$ cat src/spb_params.svh
// Purpose: constants of the SPI pin/break block
// Assumes: byte addresses, one register per word
// Notes: included by bare name
`ifndef SPB_PARAMS_SVH
`define SPB_PARAMS_SVH

// register byte offsets
`define SPB_OFF_CTRL      8'h00
`define SPB_OFF_STAT      8'h04
`define SPB_OFF_DATA      8'h08
`define SPB_OFF_PORT_DIR  8'h0C
`define SPB_OFF_PORT_DATA 8'h10
`define SPB_OFF_IRQ_STAT  8'h14
`define SPB_OFF_IRQ_MASK  8'h18

// control register fields
`define SPB_CTRL_W        6
`define SPB_CTRL_EN       0
`define SPB_CTRL_MSTR     1
`define SPB_CTRL_CPOL     2
`define SPB_CTRL_PHASE_SELECT     3
`define SPB_CTRL_WOM      4
`define SPB_CTRL_FDE      5
`define SPB_CTRL_RST      6'h0A

// status register fields
`define SPB_STAT_TXE      0
`define SPB_STAT_RXF      1
`define SPB_STAT_OVR      2
`define SPB_STAT_FLT      3
`define SPB_STAT_BUSY     4

// event bits, shared by irq status and irq mask
`define SPB_EV_W          4
`define SPB_EV_TX         0
`define SPB_EV_RX         1
`define SPB_EV_OVR        2
`define SPB_EV_FLT        3

// pin index inside the four-pin port
`define SPB_PIN_MISO      0
`define SPB_PIN_MOSI      1
`define SPB_PIN_SCK       2
`define SPB_PIN_SS        3
`define SPB_PIN_RST       4'h8

// serial clock half period in bus clocks when master
`define SPB_HALF_DIV      8

`endif

$ cat src/spb_pkg.sv
// Purpose: shared types of the SPI pin/break block
// Assumes: nothing
// Notes: constants live in spb_params.svh
package spb_pkg;
  typedef enum logic [0:0] {
    ST_IDLE,
    ST_ACTIVE
  } xfer_state_e;
endpackage

$ cat src/spi_pin_select_break_control.sv
// Purpose: pin ownership, select roles, mode fault, break protection
// Assumes: pins asynchronous; break inputs on clk_i
// Notes: master sck half period is HALF_DIV clocks
//
// The Wishbone interface to the registers and the address map were chosen for this implementation.
`include "spb_params.svh"

// Function
// - with break clear enable set, clears work in break and stay after it.
// - clear enable off: break accesses leave status flags unchanged.
// - first step of a two-step clear taken before break survives a protected break.
// - protected break data writes are dropped: no load, no start, transmit empty kept.
// - data output to master driven only as slave with select low, else released.
// - enabled unit owns MISO, MOSI and clock pin direction.
// - master shifts out on MOSI while sampling MISO, full duplex.
// - serial clock out as master, in as slave; eight clock cycles per byte.
// - as slave, select is always an input to the unit.
// - fault detection from select is gated by fault detect enable.
// - deselected slave ignores all clock edges, even mid-transfer.
// - master select is port I/O when detection off, input-only when on.
// - port data read shows select level when that bit is input.
// - wired-or select makes MOSI open-drain: pull low or release.
// - disabled unit returns all pins to port I/O and ignores select.
// - master with detection sets fault while select is low.
// - slave with detection sets fault if select rises mid-transfer.
module spi_pin_select_break_control #(
  parameter int unsigned HALF_DIV = `SPB_HALF_DIV
) (
  // clock and reset
  input  wire logic        clk_i,
  input  wire logic        rst_i,
  // wishbone slave
  input  wire logic        wb_cyc_i,
  input  wire logic        wb_stb_i,
  input  wire logic        wb_we_i,
  input  wire logic [7:0]  wb_adr_i,
  input  wire logic [3:0]  wb_sel_i,
  input  wire logic [31:0] wb_dat_i,
  output logic      [31:0] wb_dat_o,
  output logic             wb_ack_o,
  // break control
  input  wire logic        break_i,
  input  wire logic        break_clear_enable_i,
  // interrupt
  output logic             irq_o,
  // MISO pin
  input  wire logic        miso_i,
  output logic             miso_o,
  output logic             miso_oe_o,
  // MOSI pin
  input  wire logic        mosi_i,
  output logic             mosi_o,
  output logic             mosi_oe_o,
  // serial clock pin
  input  wire logic        sck_i,
  output logic             sck_o,
  output logic             sck_oe_o,
  // select pin
  input  wire logic        ss_i,
  output logic             ss_o,
  output logic             ss_oe_o
);
  logic [3:0]                pin_f;
  logic                      ack_reg,       ack_next;
  logic [31:0]               dat_reg,       dat_next;
  logic [`SPB_CTRL_W-1:0]    ctrl_reg,      ctrl_next;
  logic [3:0]                port_dir_reg,  port_dir_next;
  logic [3:0]                port_out_reg,  port_out_next;
  logic [`SPB_EV_W-1:0]      mask_reg,      mask_next;
  logic [`SPB_EV_W-1:0]      ev_reg,        ev_next;
  logic [7:0]                tx_buf_reg,    tx_buf_next;
  logic                      tx_empty_reg,  tx_empty_next;
  logic [7:0]                rx_data_reg,   rx_data_next;
  logic                      rx_full_reg,   rx_full_next;
  logic                      ovr_reg,       ovr_next;
  logic                      fault_reg,     fault_next;
  logic                      fault_arm_reg, fault_arm_next;
  logic                      ovr_arm_reg,   ovr_arm_next;
  spb_pkg::xfer_state_e      state_reg,     state_next;
  logic [7:0]                sh_reg,        sh_next;
  logic [7:0]                rx_sh_reg,     rx_sh_next;
  logic [3:0]                bits_reg,      bits_next;
  logic [15:0]               div_reg,       div_next;
  logic                      sck_reg,       sck_next;
  logic                      sck_prev_reg,  sck_prev_next;
  logic                      ss_prev_reg,   ss_prev_next;
  logic                      req, rd, wr, protect;
  logic                      en, ms, cpol, phase_select, fde;
  logic                      lead, trail, samp, shft, din, done;
  logic                      slave_sel, mfault, sfault;
  logic [`SPB_EV_W-1:0]      ev_set;
  logic [7:0]                rx_final;

  function automatic logic hit(input logic [7:0] adr, input logic [7:0] off);
    hit = (adr == off);
  endfunction

  spi_pin_sync #(
    .WIDTH   (4),
    .RST_VAL (`SPB_PIN_RST)
  ) u_sync (
    .clk_i   (clk_i),
    .rst_i   (rst_i),
    .async_i ({ss_i, sck_i, mosi_i, miso_i}),
    .level_o (pin_f)
  );

  assign req     = wb_cyc_i & wb_stb_i & ~ack_reg;
  assign rd      = req & ~wb_we_i;
  assign wr      = req & wb_we_i & wb_sel_i[0];
  assign protect = break_i & ~break_clear_enable_i;
  assign en      = ctrl_reg[`SPB_CTRL_EN];
  assign ms      = ctrl_reg[`SPB_CTRL_MSTR];
  assign cpol    = ctrl_reg[`SPB_CTRL_CPOL];
  assign phase_select    = ctrl_reg[`SPB_CTRL_PHASE_SELECT];
  assign fde     = ctrl_reg[`SPB_CTRL_FDE];
  // select only matters to an enabled unit
  assign slave_sel = en & ~ms & ~pin_f[`SPB_PIN_SS];
  assign mfault    = en & ms & fde & ~pin_f[`SPB_PIN_SS];
  assign sfault    = en & ~ms & fde & (state_reg == spb_pkg::ST_ACTIVE)
                     & pin_f[`SPB_PIN_SS] & ~ss_prev_reg;

  always_comb begin
    ack_next       = req;
    dat_next       = dat_reg;
    ctrl_next      = ctrl_reg;
    port_dir_next  = port_dir_reg;
    port_out_next  = port_out_reg;
    mask_next      = mask_reg;
    ev_next        = ev_reg;
    tx_buf_next    = tx_buf_reg;
    tx_empty_next  = tx_empty_reg;
    rx_data_next   = rx_data_reg;
    rx_full_next   = rx_full_reg;
    ovr_next       = ovr_reg;
    fault_next     = fault_reg;
    fault_arm_next = fault_arm_reg;
    ovr_arm_next   = ovr_arm_reg;
    state_next     = state_reg;
    sh_next        = sh_reg;
    rx_sh_next     = rx_sh_reg;
    bits_next      = bits_reg;
    div_next       = div_reg;
    sck_next       = sck_reg;
    sck_prev_next  = pin_f[`SPB_PIN_SCK];
    ss_prev_next   = pin_f[`SPB_PIN_SS];
    lead           = 1'b0;
    trail          = 1'b0;
    done           = 1'b0;
    samp           = 1'b0;
    shft           = 1'b0;
    ev_set         = '0;
    din            = ms ? pin_f[`SPB_PIN_MISO] : pin_f[`SPB_PIN_MOSI];
    rx_final       = rx_sh_reg;

    // read data and read side effects
    if (rd) begin
      case (wb_adr_i)
        `SPB_OFF_CTRL:      dat_next = {26'h0, ctrl_reg};
        `SPB_OFF_STAT:      dat_next = {27'h0, state_reg == spb_pkg::ST_ACTIVE, fault_reg, ovr_reg,
                                        rx_full_reg, tx_empty_reg};
        `SPB_OFF_DATA:      dat_next = {24'h0, rx_data_reg};
        `SPB_OFF_PORT_DIR:  dat_next = {28'h0, port_dir_reg};
        `SPB_OFF_PORT_DATA: dat_next = {28'h0, (port_dir_reg & port_out_reg) | (~port_dir_reg & pin_f)};
        `SPB_OFF_IRQ_STAT:  dat_next = {28'h0, ev_reg};
        `SPB_OFF_IRQ_MASK:  dat_next = {28'h0, mask_reg};
        default:            dat_next = 32'h0;
      endcase
    end
    if (rd && !protect && hit(wb_adr_i, `SPB_OFF_STAT)) begin
      if (fault_reg) begin
        fault_arm_next = 1'b1;
      end
      if (ovr_reg) begin
        ovr_arm_next = 1'b1;
      end
    end
    if (rd && !protect && hit(wb_adr_i, `SPB_OFF_DATA)) begin
      rx_full_next = 1'b0;
      if (ovr_arm_reg) begin
        ovr_next     = 1'b0;
        ovr_arm_next = 1'b0;
      end
    end

    // byte engine
    if (!en) begin
      state_next    = spb_pkg::ST_IDLE;
      tx_empty_next = 1'b1;
      sh_next       = 8'h00;
      bits_next     = 4'h0;
      sck_next      = cpol;
    end else begin
      case (state_reg)
        spb_pkg::ST_IDLE: begin
          sck_next = cpol;
          if (!tx_empty_reg) begin
            sh_next               = tx_buf_reg;
            tx_empty_next         = 1'b1;
            ev_set[`SPB_EV_TX]    = 1'b1;
          end
          if (ms && !tx_empty_reg) begin
            state_next = spb_pkg::ST_ACTIVE;
            div_next   = 16'(HALF_DIV - 1);
            bits_next  = 4'h0;
          end else if (!ms && slave_sel) begin
            // phase zero starts on select fall, one on first edge
            if ((!phase_select && ss_prev_reg) ||
                (phase_select && pin_f[`SPB_PIN_SCK] != sck_prev_reg && pin_f[`SPB_PIN_SCK] != cpol)) begin
              state_next = spb_pkg::ST_ACTIVE;
              bits_next  = 4'h0;
            end
          end
        end
        spb_pkg::ST_ACTIVE: begin
          if (ms) begin
            if (div_reg == 16'h0000) begin
              div_next = 16'(HALF_DIV - 1);
              sck_next = ~sck_reg;
              lead     = (sck_reg == cpol);
              trail    = (sck_reg != cpol);
            end else begin
              div_next = div_reg - 16'h0001;
            end
          end else if (slave_sel && pin_f[`SPB_PIN_SCK] != sck_prev_reg) begin
            lead  = (pin_f[`SPB_PIN_SCK] != cpol);
            trail = (pin_f[`SPB_PIN_SCK] == cpol);
          end
          if (!ms && !phase_select && slave_sel && ss_prev_reg) begin
            bits_next = 4'h0;
          end
          samp = phase_select ? trail : lead;
          shft = phase_select ? lead : trail;
          if (samp) begin
            rx_final   = {rx_sh_reg[6:0], din};
            rx_sh_next = rx_final;
            bits_next  = bits_reg + 4'h1;
            if (phase_select && bits_reg == 4'h7) begin
              done = 1'b1;
            end
          end
          if (shft) begin
            if (!phase_select && bits_reg == 4'h8) begin
              done = 1'b1;
            end else if (!phase_select || bits_reg != 4'h0) begin
              sh_next = {sh_reg[6:0], 1'b0};
            end
          end
          if (done) begin
            state_next = spb_pkg::ST_IDLE;
            if (rx_full_next) begin
              ovr_next            = 1'b1;
              ev_set[`SPB_EV_OVR] = 1'b1;
            end else begin
              rx_data_next        = rx_final;
              rx_full_next        = 1'b1;
              ev_set[`SPB_EV_RX]  = 1'b1;
            end
          end
        end
        default: begin
          state_next = spb_pkg::ST_IDLE;
        end
      endcase
    end

    // register writes
    if (wr) begin
      case (wb_adr_i)
        `SPB_OFF_CTRL: begin
          ctrl_next = wb_dat_i[`SPB_CTRL_W-1:0];
          if (fault_arm_reg && !protect && !mfault && !sfault) begin
            fault_next     = 1'b0;
            fault_arm_next = 1'b0;
          end
        end
        `SPB_OFF_DATA: begin
          if (!protect) begin
            tx_buf_next   = wb_dat_i[7:0];
            tx_empty_next = 1'b0;
          end
        end
        `SPB_OFF_PORT_DIR:  port_dir_next = wb_dat_i[3:0];
        `SPB_OFF_PORT_DATA: port_out_next = wb_dat_i[3:0];
        `SPB_OFF_IRQ_STAT: begin
          if (!protect) begin
            ev_next = ev_reg & ~wb_dat_i[`SPB_EV_W-1:0];
          end
        end
        `SPB_OFF_IRQ_MASK:  mask_next = wb_dat_i[`SPB_EV_W-1:0];
        default: begin
        end
      endcase
    end

    // fault set wins over clear; master fault drops the enable
    if (mfault || sfault) begin
      fault_next          = 1'b1;
      ev_set[`SPB_EV_FLT] = 1'b1;
    end
    if (mfault) begin
      ctrl_next[`SPB_CTRL_EN] = 1'b0;
    end
    ev_next = ev_next | ev_set;
  end

  always_ff @(posedge clk_i) begin
    if (rst_i) begin
      ack_reg       <= 1'b0;
      dat_reg       <= 32'h0;
      ctrl_reg      <= `SPB_CTRL_RST;
      port_dir_reg  <= 4'h0;
      port_out_reg  <= 4'h0;
      mask_reg      <= '0;
      ev_reg        <= '0;
      tx_buf_reg    <= 8'h00;
      tx_empty_reg  <= 1'b1;
      rx_data_reg   <= 8'h00;
      rx_full_reg   <= 1'b0;
      ovr_reg       <= 1'b0;
      fault_reg     <= 1'b0;
      fault_arm_reg <= 1'b0;
      ovr_arm_reg   <= 1'b0;
      state_reg     <= spb_pkg::ST_IDLE;
      sh_reg        <= 8'h00;
      rx_sh_reg     <= 8'h00;
      bits_reg      <= 4'h0;
      div_reg       <= 16'h0000;
      sck_reg       <= 1'b0;
      sck_prev_reg  <= 1'b0;
      ss_prev_reg   <= 1'b1;
    end else begin
      ack_reg       <= ack_next;
      dat_reg       <= dat_next;
      ctrl_reg      <= ctrl_next;
      port_dir_reg  <= port_dir_next;
      port_out_reg  <= port_out_next;
      mask_reg      <= mask_next;
      ev_reg        <= ev_next;
      tx_buf_reg    <= tx_buf_next;
      tx_empty_reg  <= tx_empty_next;
      rx_data_reg   <= rx_data_next;
      rx_full_reg   <= rx_full_next;
      ovr_reg       <= ovr_next;
      fault_reg     <= fault_next;
      fault_arm_reg <= fault_arm_next;
      ovr_arm_reg   <= ovr_arm_next;
      state_reg     <= state_next;
      sh_reg        <= sh_next;
      rx_sh_reg     <= rx_sh_next;
      bits_reg      <= bits_next;
      div_reg       <= div_next;
      sck_reg       <= sck_next;
      sck_prev_reg  <= sck_prev_next;
      ss_prev_reg   <= ss_prev_next;
    end
  end

  // port I/O unless the enabled unit claims the pin
  always_comb begin
    miso_o    = port_out_reg[`SPB_PIN_MISO];
    miso_oe_o = port_dir_reg[`SPB_PIN_MISO];
    mosi_o    = port_out_reg[`SPB_PIN_MOSI];
    mosi_oe_o = port_dir_reg[`SPB_PIN_MOSI];
    sck_o     = port_out_reg[`SPB_PIN_SCK];
    sck_oe_o  = port_dir_reg[`SPB_PIN_SCK];
    ss_o      = port_out_reg[`SPB_PIN_SS];
    ss_oe_o   = port_dir_reg[`SPB_PIN_SS];
    if (en) begin
      miso_o    = sh_reg[7];
      miso_oe_o = slave_sel;
      mosi_o    = ctrl_reg[`SPB_CTRL_WOM] ? 1'b0 : sh_reg[7];
      mosi_oe_o = ms & (ctrl_reg[`SPB_CTRL_WOM] ? ~sh_reg[7] : 1'b1);
      sck_o     = sck_reg;
      sck_oe_o  = ms;
      if (!ms || fde) begin
        ss_o    = 1'b0;
        ss_oe_o = 1'b0;
      end
    end
  end

  assign wb_ack_o = ack_reg;
  assign wb_dat_o = dat_reg;
  assign irq_o    = |(ev_reg & mask_reg);
endmodule

$ cat src/spi_pin_sync.sv
// Purpose: three-stage pin synchroniser with agreement filter
// Assumes: inputs asynchronous to clk_i
// Notes: output moves only once stages two and three agree
module spi_pin_sync #(
  parameter int unsigned     WIDTH   = 4,
  parameter logic [WIDTH-1:0] RST_VAL = '0
) (
  // clock and reset
  input  wire logic             clk_i,
  input  wire logic             rst_i,
  // pins in, filtered level out
  input  wire logic [WIDTH-1:0] async_i,
  output logic      [WIDTH-1:0] level_o
);
  logic [WIDTH-1:0] meta_reg;
  logic [WIDTH-1:0] mid_reg;
  logic [WIDTH-1:0] late_reg;
  logic [WIDTH-1:0] level_reg;
  logic [WIDTH-1:0] level_next;

  always_comb begin
    level_next = level_reg;
    for (int i = 0; i < WIDTH; i++) begin
      if (mid_reg[i] == late_reg[i]) begin
        level_next[i] = late_reg[i];
      end
    end
  end

  always_ff @(posedge clk_i) begin
    if (rst_i) begin
      meta_reg  <= RST_VAL;
      mid_reg   <= RST_VAL;
      late_reg  <= RST_VAL;
      level_reg <= RST_VAL;
    end else begin
      meta_reg  <= async_i;
      mid_reg   <= meta_reg;
      late_reg  <= mid_reg;
      level_reg <= level_next;
    end
  end

  assign level_o = level_reg;
endmodule
$ cat config.mk
export PLATFORM = sky130hd
export DESIGN_NAME = spi_pin_select_break_control
export DESIGN_NICKNAME = d
export VERILOG_FILES = /design/src/spb_pkg.sv /design/src/spi_pin_select_break_control.sv /design/src/spi_pin_sync.sv
export VERILOG_INCLUDE_DIRS = /design/src
export SDC_FILE = /design/constraint.sdc
export NUM_CORES = 1
export LEC_CHECK = 0
export BUFFER_PORTS_ARGS = -buffer_cell sky130_fd_sc_hd__buf_2
export CAP_MARGIN = 5
export CORE_MARGIN = 5
export CORE_UTILIZATION = 51
export DETAILED_ROUTE_END_ITERATION = 8
export PLACE_DENSITY = 0.85
export SLEW_MARGIN = 20
export SYNTH_ARGS = -nofsm -noshare
export SYNTH_HDL_FRONTEND = slang
export SYNTH_HIERARCHICAL = 1
export SYNTH_SLANG_ARGS = --single-unit
$ cat constraint.sdc
create_clock -name clk_i -period 2.98 [get_ports clk_i]
set_input_delay 0.149 -clock clk_i [delete_from_list [all_inputs] [get_ports clk_i]]
set_output_delay 0.149 -clock clk_i [all_outputs]
set_load 0.02 [all_outputs]
# == Word-level counts from Yosys, hierarchy flattened ==
# Index checks and enable logic that the tools add are counted.
# totals
register_bits,133
inputBits,55
out_inout_bits,42
elab_cells,241
# op_classes
addsub,2
eq_ne,28
muxes,96
bitwise_logic,36
reduce_logical,48
# op_table
operator,n
1-bit 2-to-1 mux,71
8-bit one-hot mux with 7 select lines,1
16-bit 2-to-1 mux,3
8-bit 2-to-1 mux,5
4-bit 2-to-1 mux,8
16-bit one-hot mux with 2 select lines,1
"8-bit by 5-bit == test with 1-bit output, second input constant",3
1-bit logical AND,17
1-bit AND,16
4-bit AND,4
"8-bit by 4-bit == test with 1-bit output, second input constant",2
16-bit logical NOT,1
8-bit one-hot mux with 2 select lines,1
"16-bit by 1-bit subtractor with 16-bit output, second input constant",1
1-bit inverter,12
2-bit AND reduction,6
3-bit AND reduction,4
"3-bit != test, second input constant",3
"8-bit by 3-bit == test with 1-bit output, second input constant",1
8-bit logical NOT,1
"2-bit != test, second input constant",4
4-bit inverter,2
4-bit OR,2
4-bit one-hot mux with 2 select lines,1
18 further kinds,40

# == Logic depth before layout (Yosys ltp) ==
# Gate-level depths: netlist (run 1).
# depth
word_depth,18
depth_mapped,10
ltp_nobuf,8

# == Cells and area by module ==
# The synthesis (run 1) kept the hierarchy.
# modules_own_cells
module,instances,cells_per_inst,area_each_um2,seq_area_each_um2
spi_pin_select_break_control,1,604,4934.7,1861.8
spi_pin_sync,1,41,471.7,320.3

# == Least setup slack after synthesis (run 1) ==
# OpenSTA, ideal clock, no wires.
# synth_path
kind,reg2reg
from,register div_reg[0]
to,register rx_sh_reg[1]
setup_ps,135
t_arrival_ps,2386
required_time_ps,2845
setup_slack_ps,459
path_stages_with_launch,11
n_path_buf,2
period_less_slack_ps,2521
path_cell_list,dfxtp_1 > inv_1 > ha_1 > nor3b_1 > nor4b_1 > a211oi_1 > or3_1 > clkbuf_1 > clkbuf_1 > o21ai_0 > a21oi_1
# synth_via
elab_chain_cells,7
elab_cells_between_ends,11
cone_classes,mux: 10; reduce/logical: 1
# synth_lines
item,line_no,source
from (decl),spi_pin_select_break_control.sv:83,"logic [15:0] div_reg, div_next;"
from (signal assigned),spi_pin_select_break_control.sv:352,div_reg <= div_next;
16-bit logical NOT (*),spi_pin_select_break_control.sv:217,if (div_reg == 16'h0000) begin
1-bit 2-to-1 mux,spi_pin_select_break_control.sv:217,
1-bit 2-to-1 mux,spi_pin_select_break_control.sv:216,if (ms) begin
1-bit 2-to-1 mux,spi_pin_select_break_control.sv:194,case (state_reg)
1-bit 2-to-1 mux,spi_pin_select_break_control.sv:187,if (!en) begin
1-bit 2-to-1 mux (*),spi_pin_select_break_control.sv:232,samp = phase_select ? trail : lead;
8-bit 2-to-1 mux (*),n/a,
to (signal assigned),spi_pin_select_break_control.sv:350,rx_sh_reg <= rx_sh_next;
to (decl),spi_pin_select_break_control.sv:81,"logic [7:0] rx_sh_reg, rx_sh_next;"
# Every way passes the cells marked *; elsewhere a longest branch is shown, timed or not. The select of a mux whose other input is x is not followed.
# A chain may end at the register's enable or synchronous reset.

# == Worst setup path in the final report (run 1) ==
# layout_path
from,register div_reg[4]
to,register bits_reg[1]
# layout_via
elab_chain_cells,8
elab_cells_between_ends,14
cone_classes,eq/ne: 1; mux: 11; reduce/logical: 2
# layout_lines
item,line_no,source
16-bit logical NOT (*),spi_pin_select_break_control.sv:217,
1-bit 2-to-1 mux,spi_pin_select_break_control.sv:217,
1-bit 2-to-1 mux,spi_pin_select_break_control.sv:216,
1-bit 2-to-1 mux,spi_pin_select_break_control.sv:194,
1-bit 2-to-1 mux,spi_pin_select_break_control.sv:187,
1-bit 2-to-1 mux (*),spi_pin_select_break_control.sv:232,
3-bit by 1-bit != test with 1-bit output (no source line) or 4-bit 2-to-1 mux (tied branches),n/a,
3-bit AND reduction (no source line) or 4-bit one-hot mux with 2 select lines (tied branches),n/a,
to (signal assigned),spi_pin_select_break_control.sv:351,bits_reg <= bits_next;
to (decl),spi_pin_select_break_control.sv:82,"logic [3:0] bits_reg, bits_next;"
# Marked as above.

==> results.sh, run 1 <==
export IMPL_die_area_sq_um=12760
export IMPL_synthTopCellsByArea="dfxtp_1 (40%), a21oi_1 (4.6%), nand2_1 (4.5%), o21ai_0 (4.4%), mux2i_1 (3.9%)"
export IMPL_leakagePower_nw=2.318
export IMPL_first_pass_iters=7
export IMPL_crit_buf_inv=0
export IMPL_worst_slew_pin_slew_ns=1.054
export IMPL_cp_start_kind="flop"
export IMPL_min_from="wb_dat_i[7]"
export IMPL_core_area_sq_um=10320
export IMPL_p_comb_frac=0.050
export IMPL_synth_commonest_cells="dfxtp_1 (109), nand2_1 (65), nor2_1 (56)"
export IMPL_antenna_found_initial=0
export IMPL_cp_top_family="simple AND/OR/NAND/NOR gates"
export IMPL_cts_hold_buf=5
export IMPL_yosysUniqueCellTypes=70
export IMPL_placed_area_sq_um=5669
export IMPL_crit_required_ns=3.30
export IMPL_crit_fanout=16
export IMPL_holdPathStages=3
export IMPL_critPathKind="flop to flop"
export IMPL_seq_area_frac_synth=0.4036
export IMPL_syn_inst=645
export IMPL_drtIter0Drc=439
export IMPL_syn2layout_area_growth_pct=9.882
export IMPL_path_cells="nor4_2 > nand4_1 > o211a_1 > or3_1 > nor2_1 > a22o_1"
export IMPL_reg2reg_slack_ns=0.22
export IMPL_maxCapViolCount=0
export IMPL_slew_viol_final=0
export IMPL_row_count=37
export IMPL_finalSetupViolations=0
export IMPL_cts_sinks=109
export IMPL_yosys_warnings=6
export IMPL_post_cts_buffers=0
export IMPL_critPathCaptureType="flop"
export IMPL_drive_gt1_frac=0.1435
export IMPL_setup_tns_ns=0
export IMPL_clock_skew_ns=0.01071
export IMPL_pin_count=97
export IMPL_grt_max_degree=68
export IMPL_design_area_sq_um=5941
export IMPL_die_h_um=113.0
export IMPL_min_to="tx_buf_reg[7]$_SDFFE_PP0P_"
export IMPL_cp_slowest_cell="or3_1"
export IMPL_path_depth=6
export IMPL_cts_clk_slew_worst_paths_ns=0.10
export IMPL_num_nets_final=744
export IMPL_clock_latency_ns=0.38
export IMPL_setup_worst_path_start="div_reg[4]$_SDFFE_PP0P_"
export IMPL_synth_seq_cells=109
export IMPL_n_antenna_cell=0
export IMPL_worstRegToRegCells=6
export IMPL_fmax_ghz=0.3629
export IMPL_finalCritPeriodShare=0.9246
export IMPL_synth_top_area_frac=0.4036
export IMPL_synth_top_area_cell="dfxtp_1"
export IMPL_synth_area_per_cell_sq_um=8.382
export IMPL_p_per_area_nw_per_um2=435.7
export IMPL_dpl_cell_count=806
export IMPL_slowest_delay_ns=0.59
export IMPL_rsz0062_at_grt="no"
export IMPL_max_slew_margin_rel=0.2959
export IMPL_ir_worst_vdd_v=0.0003277
export IMPL_drtAntennaViolNets=0
export IMPL_largest_reg_flops=16
export IMPL_cts_tree="built"
export IMPL_switching_power_mw=0.5937
export IMPL_arrival_ns=3.07
export IMPL_period_needed_ns=2.755
export IMPL_routed_wl_mm=13.46
export IMPL_p_int_mw=1.995
export IMPL_clkPwrFrac=0.384
export IMPL_syn_area_sq_um=5406
export IMPL_seqPwrFrac=0.566
export IMPL_clk_path_buf_depth=2
export IMPL_reg2reg_to="bits_reg[1]$_SDFFE_PP0P_"
export IMPL_stdcell_count=826
export IMPL_final_fill_count=939
export IMPL_cts_repair_resize_count=0
export IMPL_sw_frac_of_total=0.2294
export IMPL_grt_total_usage=0.2111
export IMPL_clockRootBuffer="clkbuf_8"
export IMPL_r2r_start="div_reg[4]$_SDFFE_PP0P_"
export IMPL_via_per_inst=5.924
export IMPL_total_power_mw=2.589
export IMPL_gp_congestion=0.9429
export IMPL_post_synth_top_count_cell="dfxtp_1"
export IMPL_synth_main_ff_cell="dfxtp_1"
export IMPL_hold_ws_ns=0.03655
export IMPL_gr_total_overflow=0
export IMPL_synth_edf_count=0
export IMPL_grt_pass1_wl_mm=22.16
export IMPL_synthArstFlopShare=0
export IMPL_die_width_um=113.0
export IMPL_status="finished clean"
export IMPL_htree_levels=3
export IMPL_min_path_type="input port to flop"
export IMPL_grt_pass1_vias=4661
export IMPL_drcViolationCount=0
export IMPL_dr_total_vias=4893
export IMPL_hold_violations=0
export IMPL_dpl_hpwl_mm=9.724
export IMPL_io_buffers=45
export IMPL_numCtsBuffers=9
export IMPL_wl_per_cell_um=16.29
export IMPL_start_util=0.5237
## layout by cell type, fill, tap and decap left out, types with 8 or more instances in the layout
master	instances
dfxtp_1	109
nand2_1	65
nor2_1	56
a21oi_1	50
o21ai_0	48
buf_2	45
nand3_1	33
conb_1	24
mux2i_1	21
inv_1	17
a22oi_1	13
buf_4	13
nor2b_1	12
a31oi_1	12
a311oi_1	11
clkbuf_8	10
mux2_2	9
nor3_1	8
## worst reg2reg max path: cells and delay by family (launching register included)
kind	cells	cell delay [ns]
and+or+nand+nor	4	1.75
AOI/OAI and AO/OA	2	0.56
DFF	1	0.39
## per-layer routing
metal	vias to the layer above	global-route usage	wire, um
met5	-	0	0
met4	0	0.06651	298
met3	28	0.04706	1023
met2	215	0.3460	6291
met1	2298	0.2778	5846
li1	2352	-	-
## how the worst max path moves through the flow
stage,end,slack [ns]
2_1_floorplan,rx_sh_reg[1]$_SDFFE_PP0P_,0.46
3_3_place_gp,rx_data_reg[7]$_SDFFE_PP0P_,0.38
3_5_place_dp,rx_data_reg[7]$_SDFFE_PP0P_,0.27
4_1_cts,bits_reg[0]$_SDFFE_PP0P_,0.24
5_1_grt,bits_reg[0]$_SDFFE_PP0P_,0.03
6_report,bits_reg[1]$_SDFFE_PP0P_,0.22
## cell families (layout without fill, tap and decap cells)
logic type / Yosys count / count (layout) / synth area share
compound gates: 176 / 176 / 0.2108
xor+xnor: 8 / 8 / 0.01296
fa+ha+maj: 3 / 3 / 0.006944
buf+inv: 73 / 95 / 0.07035
flops: 109 / 109 / 0.4036
mux: 30 / 30 / 0.05763
other cells: 1 / 24 / 0.0006936
simple gates: 245 / 245 / 0.2370
## stage by stage
step           setup WS (ns)  utilization
5_1_grt              0.03092       0.5754
3_5_place_dp          0.2693       0.5491
3_3_place_gp          0.3798       0.5491
4_1_cts               0.2384       0.5754
2_1_floorplan         0.4592            -
6_report              0.2248       0.5754
## cell type report
class / instances / area (sq um) / area share
Multi-Input combinational cell: 486 / 2930 / 0.4933
Sequential cell: 109 / 2182 / 0.3673
Timing Repair Buffer: 63 / 372.9 / 0.06276
Tap cell: 136 / 170.2 / 0.02864
Clock buffer: 10 / 137.6 / 0.02317
Clock inverter: 5 / 83.83 / 0.01411
Inverter: 17 / 63.81 / 0.01074
## power by group through the flow
stage	clock network (mW)	logic [mW]	registers, mW
after detailed placement	0	0.119	1.50
final	0.995	0.128	1.47
after CTS	1.02	0.125	1.47
after floorplan	0	0.103	1.50
after global placement	0	0.117	1.50
after global routing	1.08	0.138	1.47
Power figures use the tool's default switching activity.
==> run 2: changes to the inputs <==
--- a/config.mk
+++ b/config.mk
@@ -6,6 +6,7 @@
 export SDC_FILE = /design/constraint.sdc
 export NUM_CORES = 1
 export LEC_CHECK = 0
+export ABC_AREA = 1
 export BUFFER_PORTS_ARGS = -buffer_cell sky130_fd_sc_hd__buf_2
 export CAP_MARGIN = 5
 export CORE_MARGIN = 5
==> run 2 against run 1 <==
Net effect: via count decreased by 1.1%; die area decreased by 0.26%; clock skew up 0.011 ns; design area down 0.72%; routed wire length shrank 11%; synthesized cell count rose by 17%; largest cell class unchanged.
==> results.sh, run 2 <==
export IMPL_critPathKind="flop to flop"
export IMPL_syn_inst=757
export IMPL_numCtsBuffers=9
export IMPL_yosys_warnings=6
export IMPL_grt_busiest_layer="met2"
export IMPL_cts_tree="built"
export IMPL_seq_area_frac_synth=0.4047
export IMPL_reg2reg_to="ev_reg[2]$_SDFF_PP0_"
export IMPL_synth_commonest_cells="nand2_1 (144), inv_1 (114), dfxtp_1 (109)"
export IMPL_synthTopCellsByArea="dfxtp_1 (40%), nand2_1 (10%), inv_1 (7.9%), nor2_1 (5.5%), a21oi_1 (5.5%)"
export IMPL_pin_count=97
export IMPL_leakagePower_nw=2.641
export IMPL_grt_pass1_vias=4420
export IMPL_r2r_start="div_reg[0]$_SDFFE_PP0P_"
export IMPL_arrival_ns=2.34
export IMPL_setup_tns_ns=0
export IMPL_num_nets_final=863
export IMPL_hold_violations=0
export IMPL_fin_ws_ns=0.9641
export IMPL_maxCapViolCount=0
export IMPL_wl_per_cell_um=12.68
export IMPL_design_area_sq_um=5898
export IMPL_max_slew_margin_rel=0.4478
export IMPL_crit_buf_inv=1
export IMPL_final_common_cell="nand2_1"
export IMPL_setup_worst_path_start="div_reg[0]$_SDFFE_PP0P_"
export IMPL_placed_area_sq_um=5649
export IMPL_syn_area_sq_um=5391
export IMPL_dpl_worst_slack_ns=1.037
export IMPL_yosysUniqueCellTypes=46
export IMPL_synth_edf_count=0
export IMPL_crit_required_ns=3.31
export IMPL_row_count=37
export IMPL_reg2reg_slack_ns=0.96
export IMPL_synth_top_area_frac=0.4047
export IMPL_io_buffers=45
export IMPL_critPathCaptureType="flop"
export IMPL_cts_clk_slew_worst_paths_ns=0.12
export IMPL_largest_reg_flops=16
export IMPL_clock_latency_ns=0.40
export IMPL_dpl_cell_count=925
export IMPL_n_antenna_cell=0
export IMPL_htree_levels=3
export IMPL_synthArstFlopShare=0
export IMPL_crit_path_end="ev_reg[2]$_SDFF_PP0_"
export IMPL_drcViolationCount=0
export IMPL_grt_use_met2=0.3164
export IMPL_antenna_found_initial=0
export IMPL_drtIter0Drc=379
export IMPL_cp_common_cell="nand3_4"
export IMPL_dr_total_vias=4838
export IMPL_grt_max_degree=28
export IMPL_die_width_um=112.8
export IMPL_grt_pass1_wl_mm=20.13
export IMPL_clockRootBuffer="clkbuf_8"
export IMPL_stdcell_count=946
export IMPL_synth_top_area_cell="dfxtp_1"
export IMPL_syn2layout_area_growth_pct=9.399
export IMPL_fmax_ghz=0.4961
export IMPL_clk_path_buf_depth=2
export IMPL_clock_skew_ns=0.02217
export IMPL_path_depth=10
export IMPL_worst_slew_pin_slew_ns=0.8274
export IMPL_post_synth_top_count_cell="nand2_1"
export IMPL_gr_usage_met1=0.2399
export IMPL_gp_congestion=0.9156
export IMPL_period_needed_ns=2.016
export IMPL_cp_top_family="simple AND/OR/NAND/NOR gates"
export IMPL_grtUsageMet3=0.03850
export IMPL_slowest_delay_ns=0.32
export IMPL_rsz0062_at_grt="no"
export IMPL_final_cell_mix="nand2_1 (144), inv_1 (114), dfxtp_1 (109)"
export IMPL_die_area_sq_um=12730
export IMPL_cp_slowest_cell="dfxtp_1"
export IMPL_gr_total_overflow=0
export IMPL_via_per_inst=5.114
export IMPL_slew_viol_final=0
export IMPL_crit_fanout=10
export IMPL_worstRegToRegCells=10
export IMPL_synth_seq_cells=109
export IMPL_grt_total_usage=0.1913
export IMPL_synth_area_per_cell_sq_um=7.122
export IMPL_die_h_um=112.8
export IMPL_status="finished clean"
export IMPL_path_cells="inv_1 > ha_1 > nand2_1 > nor2_2 > nand3_2 > nand3_4 > nand3_4 > a21oi_1 > nand3_1 > o21ai_0"
export IMPL_synth_main_ff_cell="dfxtp_1"
export IMPL_drtAntennaViolNets=0
export IMPL_routed_wl_mm=12.00
export IMPL_start_util=0.5222
export IMPL_drive_gt1_frac=0.1272
export IMPL_p_per_area_nw_per_um2=421.6
export IMPL_min_path_type="input port to flop"
export IMPL_ir_worst_vdd_v=0.0003068
export IMPL_first_pass_iters=5
export IMPL_cp_start_kind="flop"
export IMPL_core_area_sq_um=10320
export IMPL_finalCritPeriodShare=0.6765
export IMPL_cts_sinks=109
export IMPL_finalSetupViolations=0
export IMPL_post_route_util=0.5713
export IMPL_dpl_hpwl_mm=8.994
[run 2: per-stage QoR]
step | hold slack (ns) | total power [mW]
2_1_floorplan | 0.2409 | 1.594
3_3_place_gp | 0.3363 | 1.606
3_5_place_dp | 0.3370 | 1.607
4_1_cts | 0.006947 | 2.506
5_1_grt | 0.03362 | 2.584
6_report | 0.01607 | 2.487
[run 2: what timing repair did]
| action | CTS | global route |
|---|---|---|
| setup buffers | 0 | 0 |
| hold endpoints to repair | 5 | 0 |
| resized for setup | 0 | 0 |
| hold buffers | 5 | 0 |
[run 2: worst min path at each step]
stage          slack [ns]  cells after the start        start                             to
2_1_floorplan        0.24                      2        rst_i  u_sync/late_reg[3]$_SDFF_PP1_
3_3_place_gp         0.34                      2         ss_i  u_sync/meta_reg[3]$_SDFF_PP1_
3_5_place_dp         0.34                      2         ss_i  u_sync/meta_reg[3]$_SDFF_PP1_
4_1_cts             0.007                      3  wb_dat_i[4]     tx_buf_reg[4]$_SDFFE_PP0P_
5_1_grt              0.03                      3  wb_dat_i[1]       ctrl_reg[1]$_SDFFE_PP1P_
6_report             0.02                      3  wb_dat_i[3]       ctrl_reg[3]$_SDFFE_PP1P_
[run 2: final cells by class]
| class | count | area (sq um) |
|---|---|---|
| clock buffer | 9 | 123.9 |
| clock inverter | 7 | 75.07 |
| fill | 958 | 4425 |
| inverter | 121 | 454.2 |
| multi-input combinational | 509 | 2580 |
| sequential | 109 | 2182 |
| tap | 136 | 170.2 |
| timing repair buffer | 55 | 312.8 |
[run 2: worst min-delay path, stage by stage]
cell      delay (ns)
buf_2           0.11
nand2_1         0.06
o211ai_1        0.06
[run 2: report_power, final]
| group | internal, mW | total (mW) | leakage [nW] | switching, mW |
|---|---|---|---|---|
| combinational | 0.0309 | 0.114 | 1.66 | 0.0835 |
| sequential | 1.46 | 1.47 | 0.880 | 0.00314 |
| clock | 0.335 | 0.906 | 0.0990 | 0.571 |
| total | 1.83 | 2.49 | 2.64 | 0.658 |
[run 2: cell families (layout without fill, tap and decap cells)]
| family | count (synthesis) | count (layout) | share of synthesized area |
|---|---|---|---|
| fa+ha+maj | 3 | 3 | 0.006963 |
| flops | 109 | 109 | 0.4047 |
| simple gates | 322 | 322 | 0.2766 |
| xor+xnor | 11 | 11 | 0.01926 |
| buf+inv | 162 | 192 | 0.1327 |
| compound gates | 149 | 149 | 0.1590 |
| other cells | 1 | 24 | 0.0006955 |
[run 2: routing by layer]
layer | share of wire | vias up
met2 | 0.45 | 184
met5 | 0 | -
met4 | 0.027 | 0
met3 | 0.074 | 25
met1 | 0.45 | 2147
li1 | - | 2482
